### src/hdl/sh_select_pkg.sv
package sh_select_pkg;

	// wishbone map
	localparam logic [3:0]  OFFS_SH_CHANNEL_INPUT_SELECT = 4'h0;
	localparam logic [3:0]  OFFS_SAMPLE_CONTROL          = 4'h4;
	localparam logic [31:0] UNMAPPED_READ                = 32'h0000_0000;

	// field positions in sh_channel_input_select
	localparam int SAMP_B_NEG_HI = 10;
	localparam int SAMP_B_NEG_LO = 9;
	localparam int SAMP_B_POS    = 8;
	localparam int SAMP_A_NEG_HI = 2;
	localparam int SAMP_A_NEG_LO = 1;
	localparam int SAMP_A_POS    = 0;
	localparam logic [15:0] SEL_IMPL_MASK  = 16'h0707;
	localparam logic [15:0] SEL_RESET      = 16'h0000;

	// sample control register: bit 0 selects sample b
	localparam int CTRL_SAMPLE_B = 0;
	localparam logic [15:0] CTRL_IMPL_MASK = 16'h0001;
	localparam logic [15:0] CTRL_RESET     = 16'h0000;

	// multiplexer codes
	localparam logic [2:0] POS_NONE = 3'h0;
	localparam logic [2:0] POS_AN0  = 3'h1;
	localparam logic [2:0] POS_AN1  = 3'h2;
	localparam logic [2:0] POS_AN2  = 3'h3;
	localparam logic [2:0] POS_AN3  = 3'h4;
	localparam logic [2:0] POS_AN4  = 3'h5;
	localparam logic [2:0] POS_AN5  = 3'h6;

	typedef enum logic [1:0] {
		NEG_GROUND   = 2'b00,
		NEG_RESERVED = 2'b01
	} neg_route_e;

	typedef struct packed {
		logic [2:0] pos_sh1;
		logic [2:0] pos_sh2;
		logic [2:0] pos_sh3;
		neg_route_e neg;
	} mux_route_s;

	typedef struct packed {
		logic        ack;
		logic [31:0] dat;
		logic [15:0] sel;
		logic        sample_b;
		mux_route_s  route;
	} block_state_s;

endpackage : sh_select_pkg

### src/hdl/sh_route_decode.sv
`timescale 1ns/1ps
module sh_route_decode
	import sh_select_pkg::*;
(
	// field values of the active sample and the variant strap
	input  wire logic       pos_sel_i,
	input  wire logic [1:0] neg_sel_i,
	input  wire logic       large_variant_i,
	// decoded route
	output mux_route_s      route_o
);

	always_comb begin
		route_o.neg = neg_sel_i[1] ? NEG_RESERVED : NEG_GROUND;
		if (!pos_sel_i) begin
			route_o.pos_sh1 = POS_AN0;
			route_o.pos_sh2 = POS_AN1;
			route_o.pos_sh3 = POS_AN2;
		end else if (large_variant_i) begin
			route_o.pos_sh1 = POS_AN3;
			route_o.pos_sh2 = POS_AN4;
			route_o.pos_sh3 = POS_AN5;
		end else begin
			route_o.pos_sh1 = POS_AN3;
			route_o.pos_sh2 = POS_NONE;
			route_o.pos_sh3 = POS_NONE;
		end
	end

endmodule : sh_route_decode

### src/hdl/sh_channel_select.sv
// Notes on behaviour
// - positive select 0 routes inputs 0,1,2 to holds 1,2,3.
// - small variant, select 1: input 3 to hold 1, others open.
// - large variant, select 1: inputs 3,4,5 to holds 1,2,3.
// - sample B positive select is bit 8, used during sample B.
// - bits 7-3 ignore writes and read zero.
// - sample A negative field bits 2-1, same encoding as sample B.
// - sample A positive select is bit 0, same routing.
// - bits 15-11 read zero.
//
// Design decisions made here: the Wishbone interface to the registers and the address map.
`timescale 1ns/1ps
module sh_channel_select
	import sh_select_pkg::*;
(
	// clock and reset
	input  wire logic        clk_i,
	input  wire logic        rst_i,
	// variant strap, 1 = larger pin count
	input  wire logic        large_variant_i,
	// wishbone slave
	input  wire logic        cyc_i,
	input  wire logic        stb_i,
	input  wire logic        we_i,
	input  wire logic [3:0]  adr_i,
	input  wire logic [3:0]  sel_i,
	input  wire logic [31:0] dat_i,
	output logic      [31:0] dat_o,
	output logic             ack_o,
	// analog multiplexer control
	output logic      [2:0]  pos_sh1_o,
	output logic      [2:0]  pos_sh2_o,
	output logic      [2:0]  pos_sh3_o,
	output logic      [1:0]  neg_route_o,
	output logic             sample_b_o
);

	block_state_s state;
	block_state_s next_state;
	mux_route_s   route_active;
	logic         act_pos;
	logic [1:0]   act_neg;
	logic [15:0]  wr_val;
	logic         req;

	// field pick for the active sample
	always_comb begin
		if (state.sample_b) begin
			act_pos = state.sel[SAMP_B_POS];
			act_neg = state.sel[SAMP_B_NEG_HI:SAMP_B_NEG_LO];
		end else begin
			act_pos = state.sel[SAMP_A_POS];
			act_neg = state.sel[SAMP_A_NEG_HI:SAMP_A_NEG_LO];
		end
	end

	sh_route_decode u_decode (
		.pos_sel_i       (act_pos),
		.neg_sel_i       (act_neg),
		.large_variant_i (large_variant_i),
		.route_o         (route_active)
	);

	assign req = cyc_i & stb_i & ~state.ack;

	// byte lane merge over the low 16 bits
	always_comb begin
		wr_val = state.sel;
		if (sel_i[0]) begin
			wr_val[7:0] = dat_i[7:0];
		end
		if (sel_i[1]) begin
			wr_val[15:8] = dat_i[15:8];
		end
	end

	always_comb begin
		next_state       = state;
		next_state.ack   = req;
		next_state.route = route_active;
		if (req) begin
			case (adr_i)
				OFFS_SH_CHANNEL_INPUT_SELECT: begin
					if (we_i) begin
						next_state.sel = wr_val & SEL_IMPL_MASK;
					end
					next_state.dat = {16'h0000, state.sel & SEL_IMPL_MASK};
				end
				OFFS_SAMPLE_CONTROL: begin
					if (we_i && sel_i[0]) begin
						next_state.sample_b = dat_i[CTRL_SAMPLE_B];
					end
					next_state.dat = {16'h0000, {15'h0000, state.sample_b} & CTRL_IMPL_MASK};
				end
				default: begin
					next_state.dat = UNMAPPED_READ;
				end
			endcase
		end
		if (rst_i) begin
			next_state.ack      = 1'b0;
			next_state.dat      = 32'h0000_0000;
			next_state.sel      = SEL_RESET;
			next_state.sample_b = CTRL_RESET[CTRL_SAMPLE_B];
			next_state.route    = '{POS_AN0, POS_AN1, POS_AN2, NEG_GROUND};
		end
	end

	always_ff @(posedge clk_i) begin
		state <= next_state;
	end

	assign ack_o       = state.ack;
	assign dat_o       = state.dat;
	assign pos_sh1_o   = state.route.pos_sh1;
	assign pos_sh2_o   = state.route.pos_sh2;
	assign pos_sh3_o   = state.route.pos_sh3;
	assign neg_route_o = state.route.neg;
	assign sample_b_o  = state.sample_b;

endmodule : sh_channel_select

### config.mk
export PLATFORM = sky130hd
export DESIGN_NAME = sh_channel_select
export DESIGN_NICKNAME = d
export VERILOG_FILES = /design/src/hdl/sh_select_pkg.sv /design/src/hdl/sh_route_decode.sv /design/src/hdl/sh_channel_select.sv
export SDC_FILE = /design/constraint.sdc
export NUM_CORES = 1
export LEC_CHECK = 0
export ABC_AREA = 1
export BUFFER_PORTS_ARGS = -buffer_cell sky130_fd_sc_hd__buf_2
export CORE_MARGIN = 2
export CORE_UTILIZATION = 35
export DETAILED_ROUTE_END_ITERATION = 10
export GPL_TIMING_DRIVEN = 0
export HOLD_SLACK_MARGIN = 0.15
export PLACE_DENSITY_LB_ADDON = 0.3
export SYNTH_ARGS = -nofsm -noshare
export SYNTH_HDL_FRONTEND = slang
export SYNTH_SLANG_ARGS = --single-unit
### constraint.sdc
create_clock -name clk_i -period 2.35 [get_ports clk_i]
set_input_delay 0 -clock clk_i [delete_from_list [all_inputs] [get_ports clk_i]]
set_output_delay 0 -clock clk_i [all_outputs]
set_load 0.05 [all_outputs]
==> results_dict.tcl, run 1 <==
set metrics [dict create \
    finClkSkew_ns 0.00440 \
    status "finished clean" \
    post_cts_buffers 0 \
    synth_area_um2 1170 \
    clk_pin_slew_ns 0.10 \
    finalPower_uw 698 \
    root_buffer "clkbuf_4" \
    whs_ns 0.150 \
    cellPowerDensity_nw_per_um2 407 \
    required_ns 2.60 \
    cts_made_buffers 3 \
    cts_tree "yes" \
    crit_chain "inv_1 > nand3_4 > nor2_8 > buf_12 > a21oi_1 > nor2_1 > dlygate4sd3_1" \
    viasPerCell 3.62 \
    cp-end-kind "flip-flop" \
    maxCapViolations 0 \
    clk_path_buf_depth 2 \
    vias 1027 \
    ant_nets 0 \
    synth_area_per_cell_um2 7.56 \
    rsz0062_at_grt "false" \
    synth_mux_area_frac 0 \
    yosysWarnings 0 \
    cpPeakStageDelay_ns 0.54 \
    start_util 0.357 \
    syn_to_final_growth_pct 46.1 \
    p_leak_nw 0.947 \
    nets 285 \
    cts_resized 0 \
    yosysUniqueCellTypes 19 \
    grt_pass1_wl_mm 3.27 \
    yosys.area_share.xor_xnor 0 \
    place.gp.congestion 0.747 \
    netlist_instances 155 \
    yosys.area_share.simple 0.247 \
    boundaryPins 91 \
    setup_viol 0 \
    hold_viol 0 \
    cts_sinks 19 \
    synth_top_area_share 0.324 \
    worst_setup_path_start_kind "flip-flop" \
    die_h_um 61.9 \
    period_needed_ns 1.67 \
    first_global_vias 809 \
    synth_compound_area_frac 0.0715 \
    tns_ns 0 \
    drc_errors 0 \
    grt.total_usage 0.116 \
    antenna_cells 0 \
    maxSlewViolCount 0 \
    clock.fmax_mhz 600 \
    ys_seq_area_frac 0.324 \
    antenna_found_initial 0 \
    drt_iter0_drc 16 \
    die_w_um 61.9 \
    rows 21 \
    synth_top_area_cell "dfxtp_1" \
    hold_buffers 19 \
    die_area_um2 3830 \
    dp_hpwl_mm 1.50 \
    drive_gt1_frac 0.416 \
    avgRoutedWirePerCell_um 7.26 \
    critical-path-top-delay-family "buffers and inverters" \
    final_cell_mix "buf_4, buf_2, conb_1, nand2_1" \
    synth.area.top_cells "dfxtp_1, buf_4, nand2_1" \
    core_um2 3280 \
    crit_path_top_delay_cell "dlygate4sd3_1" \
    first_pass_iters 4 \
    ir_worst_vdd_mv 0.202 \
    synth_top_family_by_area "buffers and inverters" \
    clock_latency_ns 0.30 \
    wirelength_mm 2.06 \
    critPathBufInv 3 \
    h-tree-depth 1 \
    cp_max_fo 10 \
    final_common_cell "buf_4" \
    overflow 0 \
    grt_max_degree 11 \
    path_class "reg2reg" \
    finalCritPeriodShare 0.710 \
    numPortBuffers 33 \
    ys_ff_latch 19 \
    arrival_ns 1.92 \
    synth-adder-area-share 0 \
    hold_path_class "in2reg" \
]
-- per-stage QoR --
step,instance area [µm²],worst slack (ns),utilization,instances
after floorplan,1270,0.964,-,182
after global placement,1500,1.22,0.456,261
after detailed placement,1500,1.21,0.456,261
after CTS,1710,0.669,0.522,284
after global routing,1710,0.542,0.522,284
final,1710,0.682,0.522,284
-- flip-flops by register name, summed over array words and instances (netlist names) --
| register | cells |
|---|---|
| dat_o | 6 |
| state | 6 |
| ack_o | 1 |
| pos_sh2_o | 2 |
| pos_sh3_o | 1 |
| pos_sh1_o | 1 |
| sample_b_o | 1 |
| neg_route_o | 1 |
-- layer usage --
layer	share of wire	wire length, µm	vias to the layer above	track usage
met5	0	0	-	0
met4	0.018	38	0	0.0365
met3	0.067	138	4	0.0311
met2	0.50	1030	38	0.212
met1	0.42	856	420	0.129
li1	-	-	565	-
-- synth_stat cells (all sizes together) --
library cell   n
nor3           1
nand3         10
nand4          1
nand2         28
o21ai          1
buf           45
inv           18
dfxtp         19
nor2          19
conb           1
a21oi         12
-- cells by family (layout without fill, tap and decap cells) --
group                  count (synthesis)  in the layout
buffers and inverters                 63            119
other                                  1             28
flip-flops                            19             19
AO/OA/AOI/OAI                         13             13
AND/OR/NAND/NOR                       59             59
-- layout make-up --
class / instances / area (µm²)
sequential: 19 / 380
multi-input combinational: 100 / 478
clock buffer: 4 / 26.3
fill: 335 / 1570
tap: 46 / 57.6
buffer: 45 / 348
inverter: 18 / 67.6
timing repair buffer: 52 / 355
-- where the power goes --
part           internal, mW  leakage (nW)  switching [mW]
Combinational        0.0708         0.779           0.141
Clock                0.0662        0.0150          0.0954
Sequential            0.323         0.153        0.000958
Total                 0.460         0.947           0.238
-- worst register-to-register path, delay by kind of cell, from the launching register on --
family | cells | cell delay (ns)
AOI/OAI and AO/OA | 1 | 0.06
buffers and inverters | 3 | 0.78
DFF | 1 | 0.33
and+or+nand+nor | 3 | 0.45
-- path summary, 6_finish.rpt --
check	from	endpoint	slack, ns	cells after the start
setup / recovery	ack_o	state[13]	0.68	7
hold / removal	sel_i[0]	state[14]	0.15	5
setup reg to reg	ack_o	state[13]	0.68	7
hold reg to reg	state[21]	dat_o[9]	0.47	2
(Power assumes the default switching activity.)
==> run 2, diff against run 1 <==
==> constraint.sdc (replaced) <==
create_clock -name clk_i -period 1.4 [get_ports clk_i]
set_input_delay 0 -clock clk_i [delete_from_list [all_inputs] [get_ports clk_i]]
set_output_delay 0 -clock clk_i [all_outputs]
set_load 0.05 [all_outputs]
==> results_dict.tcl, run 2 (synthesis results as in run 1) <==
set metrics [dict create \
    hold_start "we_i" \
    whs_ns 0.158 \
    met1_usage 0.128 \
    cp_max_fo 8 \
    fin_cells 281 \
    drive_gt1_frac 0.421 \
    vias 1011 \
    setup_viol 0 \
    required_ns 1.64 \
    hold_buffers 16 \
    viasPerCell 3.60 \
    post_cts_buffers 0 \
    clock.fmax_mhz 758 \
    utilization 0.512 \
    wirelength_mm 2.05 \
    cts_made_buffers 3 \
    core_um2 3280 \
    cellPowerDensity_nw_per_um2 695 \
    cts_sinks 19 \
    finalCritPeriodShare 0.942 \
    cts_resized 0 \
    die_h_um 61.9 \
    cp-end-kind "flip-flop" \
    nets 282 \
    use_met2 0.214 \
    use_met3 0.0311 \
    avgRoutedWirePerCell_um 7.30 \
    finClkSkew_ns 0.00414 \
    die_area_um2 3830 \
    dp_hpwl_mm 1.50 \
    syn_to_final_growth_pct 43.5 \
    drt_iter0_drc 14 \
    place.gp.congestion 0.747 \
    start_util 0.357 \
    clk_pin_slew_ns 0.10 \
    period_needed_ns 1.32 \
    worst_setup_path_start_kind "flip-flop" \
    dp_cells 261 \
    clock_latency_ns 0.30 \
    cts_tree "yes" \
    status "finished clean" \
    tns_ns 0 \
    hold_path_class "in2reg" \
    grt.total_usage 0.116 \
    clk_path_buf_depth 2 \
    ir_worst_vdd_mv 0.366 \
    hold_viol 0 \
    crit_start "ack_o" \
    first_pass_iters 4 \
    rsz0062_at_grt "false" \
    final_common_cell "buf_4" \
    path_class "reg2reg" \
    final_cell_mix "buf_4, buf_2, conb_1, nand2_1, dfxtp_1" \
    fillCellCount 339 \
    die_w_um 61.9 \
    arrival_ns 1.56 \
    numPortBuffers 33 \
    grt_max_degree 11 \
    maxCapViolations 0 \
    r2r-start "ack_o" \
    ant_nets 0 \
    root_buffer "clkbuf_4" \
    first_global_vias 792 \
    boundaryPins 91 \
    drc_errors 0 \
    p_leak_nw 0.932 \
    top_usage_layer "met2" \
    h-tree-depth 1 \
    antenna_found_initial 0 \
    overflow 0 \
    maxSlewViolCount 0 \
    grt_pass1_wl_mm 3.25 \
    antenna_cells 0 \
    rows 21 \
]
-- run 2: cell types whose count changed in the layout (fill, tap and decap cells not counted) --
cell	delta
dlygate4sd3_1	-3
-- run 2: worst max-delay path, stage by stage (launching register included) --
cell           delay [ns]
dfxtp_1              0.33
inv_1                0.09
nand3_4              0.14
dlygate4sd3_1        0.62
nor2_1               0.08
-- run 2: routing by layer --
| metal | wire, µm | share of wire | up-vias |
|---|---|---|---|
| li1 | - | - | 558 |
| met3 | 136 | 0.066 | 4 |
| met2 | 1030 | 0.50 | 36 |
| met1 | 845 | 0.41 | 413 |
| met4 | 38 | 0.019 | 0 |
| met5 | 0 | 0 | - |
-- run 2: final timing paths --
check                            endpoint  slack, ns  cells after the start
worst max-delay path                ack_o       0.08                      4
worst max register to register      ack_o       0.08                      4
worst min register to register   dat_o[9]       0.47                      2
worst min-delay path            state[13]       0.16                      5
-- run 2: area by class of cell --
| cell class | count | area [µm²] | share of cell area |
|---|---|---|---|
| Inverter | 18 | 67.6 | 0.0401 |
| Tap cell | 46 | 57.6 | 0.0342 |
| Timing Repair Buffer | 49 | 325 | 0.193 |
| Sequential cell | 19 | 380 | 0.226 |
| Multi-Input combinational cell | 100 | 478 | 0.284 |
| Clock buffer | 4 | 26.3 | 0.0156 |
| Buffer | 45 | 348 | 0.207 |
-- run 2: power by group --
part / switching [mW] / internal (mW) / total (mW)
clock: 0.160 / 0.111 / 0.271
combinational: 0.237 / 0.117 / 0.354
sequential: 0.00160 / 0.543 / 0.544
total: 0.399 / 0.770 / 1.17
-- run 2: metrics by stage --
stage / cell area [µm²] / worst slack, ns / power [mW]
6_report: 1680 / 0.0813 / 1.17
3_3_place_gp: 1500 / 0.267 / 0.873
3_5_place_dp: 1500 / 0.259 / 0.874
2_1_floorplan: 1270 / 0.0141 / 0.835
5_1_grt: 1680 / 0.0144 / 1.22
4_1_cts: 1680 / 0.0765 / 1.18
==> run 3, diff against run 2 <==
--- a/config.mk
+++ b/config.mk
@@ -15,4 +15,5 @@
 export PLACE_DENSITY_LB_ADDON = 0.3
 export SYNTH_ARGS = -nofsm -noshare
 export SYNTH_HDL_FRONTEND = slang
+export SYNTH_HIERARCHICAL = 1
 export SYNTH_SLANG_ARGS = --single-unit
==> results_dict.tcl, run 3 <==
set metrics [dict create \
    cts_sinks 25 \
    first_global_vias 846 \
    netlist_instances 184 \
    nets 306 \
    first_pass_iters 4 \
    dp_hpwl_mm 1.76 \
    maxSlewViolCount 0 \
    place.gp.congestion 0.709 \
    drt_iter0_drc 45 \
    grt_max_degree 16 \
    antenna_cells 0 \
    rows 22 \
    finClkSkew_ns 0.00850 \
    switching_share 0.312 \
    ant_nets 0 \
    drc_errors 0 \
    start_util 0.369 \
    use_met2 0.173 \
    synth_area_per_cell_um2 7.46 \
    final_common_cell "buf_4" \
    hold_path_class "in2reg" \
    die_h_um 66.6 \
    numPortBuffers 35 \
    vias 1089 \
    drive_gt1_frac 0.394 \
    clock_latency_ns 0.27 \
    viasPerCell 3.55 \
    cp-end-kind "flip-flop" \
    arrival_ns 1.52 \
    clkPwrFrac 0.284 \
    path_class "reg2reg" \
    finalPower_mw 1.50 \
    worst_setup_path_start_kind "flip-flop" \
    combPwrFrac 0.237 \
    overflow 0 \
    h-tree-depth 1 \
    syn_to_final_growth_pct 35.2 \
    period_needed_ns 1.31 \
    required_ns 1.61 \
    p_leak_nw 1.01 \
    clk_path_buf_depth 2 \
    maxCapViolations 0 \
    final_cell_mix "buf_4, buf_2, nand2_1, conb_1, nor2_1" \
    grt.total_usage 0.102 \
    antenna_found_initial 0 \
    met1_usage 0.130 \
    wirelength_mm 2.28 \
    clk_pin_slew_ns 0.09 \
    core_um2 3720 \
    fillCellCount 374 \
    synth_area_um2 1370 \
    cts_made_buffers 3 \
    setup_viol 0 \
    power.switching_uw 469 \
    p_int_mw 1.03 \
    rsz0062_at_grt "false" \
    die_area_um2 4440 \
    clock.fmax_mhz 765 \
    cts_tree "yes" \
    status "finished clean" \
    hold_viol 0 \
    tns_ns 0 \
    boundaryPins 91 \
    cellPowerDensity_nw_per_um2 811 \
    finalCritPeriodShare 0.933 \
    use_met3 0.0220 \
    avgRoutedWirePerCell_um 7.42 \
    ir_worst_vdd_mv 0.389 \
    cp_max_fo 8 \
    die_w_um 66.6 \
    root_buffer "clkbuf_8" \
    seqPwrFrac 0.479 \
    top_usage_layer "met2" \
    yosysWarnings 6 \
    grt_pass1_wl_mm 3.50 \
]
run 3: layout make-up:
class	count	area [µm²]	share of cell area
Tap cell	48	60.1	0.0324
Inverter	23	86.3	0.0465
Sequential cell	25	502	0.270
Clock inverter	1	7.51	0.00405
Timing Repair Buffer	45	275	0.148
Buffer	54	403	0.217
Multi-Input combinational cell	108	480	0.259
Clock buffer	3	41.3	0.0223
run 3: per-layer routing:
metal / vias up / share of wire
li1: 615 / -
met3: 0 / 0.083
met1: 434 / 0.45
met5: - / 0
met2: 40 / 0.47
met4: 0 / 0
run 3: power by group through the flow:
| stage | Combinational, mW | Clock, mW | Sequential (mW) |
|---|---|---|---|
| after detailed placement | 0.333 | 0 | 0.738 |
| after global routing | 0.380 | 0.476 | 0.722 |
| final | 0.357 | 0.426 | 0.721 |
| after CTS | 0.355 | 0.437 | 0.721 |
| after global placement | 0.332 | 0 | 0.738 |
| after floorplan | 0.286 | 0 | 0.741 |
run 3: timing repair:
action                    4_1_cts  5_1_grt
resized for setup               0        0
buffers inserted                0        0
hold endpoints to repair       13        0
hold buffers                   10        0
run 3: critical path: stages (launching register included):
cell           delay, ns
dfxtp_1             0.34
inv_1               0.09
nand3_4             0.13
dlygate4sd3_1       0.61
nor2_1              0.08
run 3: path summary, 6_finish.rpt:
path / startpoint / endpoint / slack [ns] / cells after the start
max: ack_o / ack_o / 0.09 / 4
max reg2reg: ack_o / ack_o / 0.09 / 4
min reg2reg: state[13] / dat_o[1] / 0.47 / 2
min: adr_i[2] / sample_b_o / 0.16 / 5
run 3: per-stage QoR:
stage | std cells | setup slack (ns) | hold slack [ns] | utilization | cell area, µm²
after floorplan | 210 | 0.0397 | 0.164 | - | 1470
after CTS | 307 | 0.0930 | 0.162 | 0.499 | 1860
final | 307 | 0.0935 | 0.162 | 0.499 | 1860
after global placement | 293 | 0.208 | 0.270 | 0.459 | 1710
after detailed placement | 293 | 0.201 | 0.274 | 0.459 | 1710
after global routing | 307 | 0.0396 | 0.170 | 0.499 | 1860
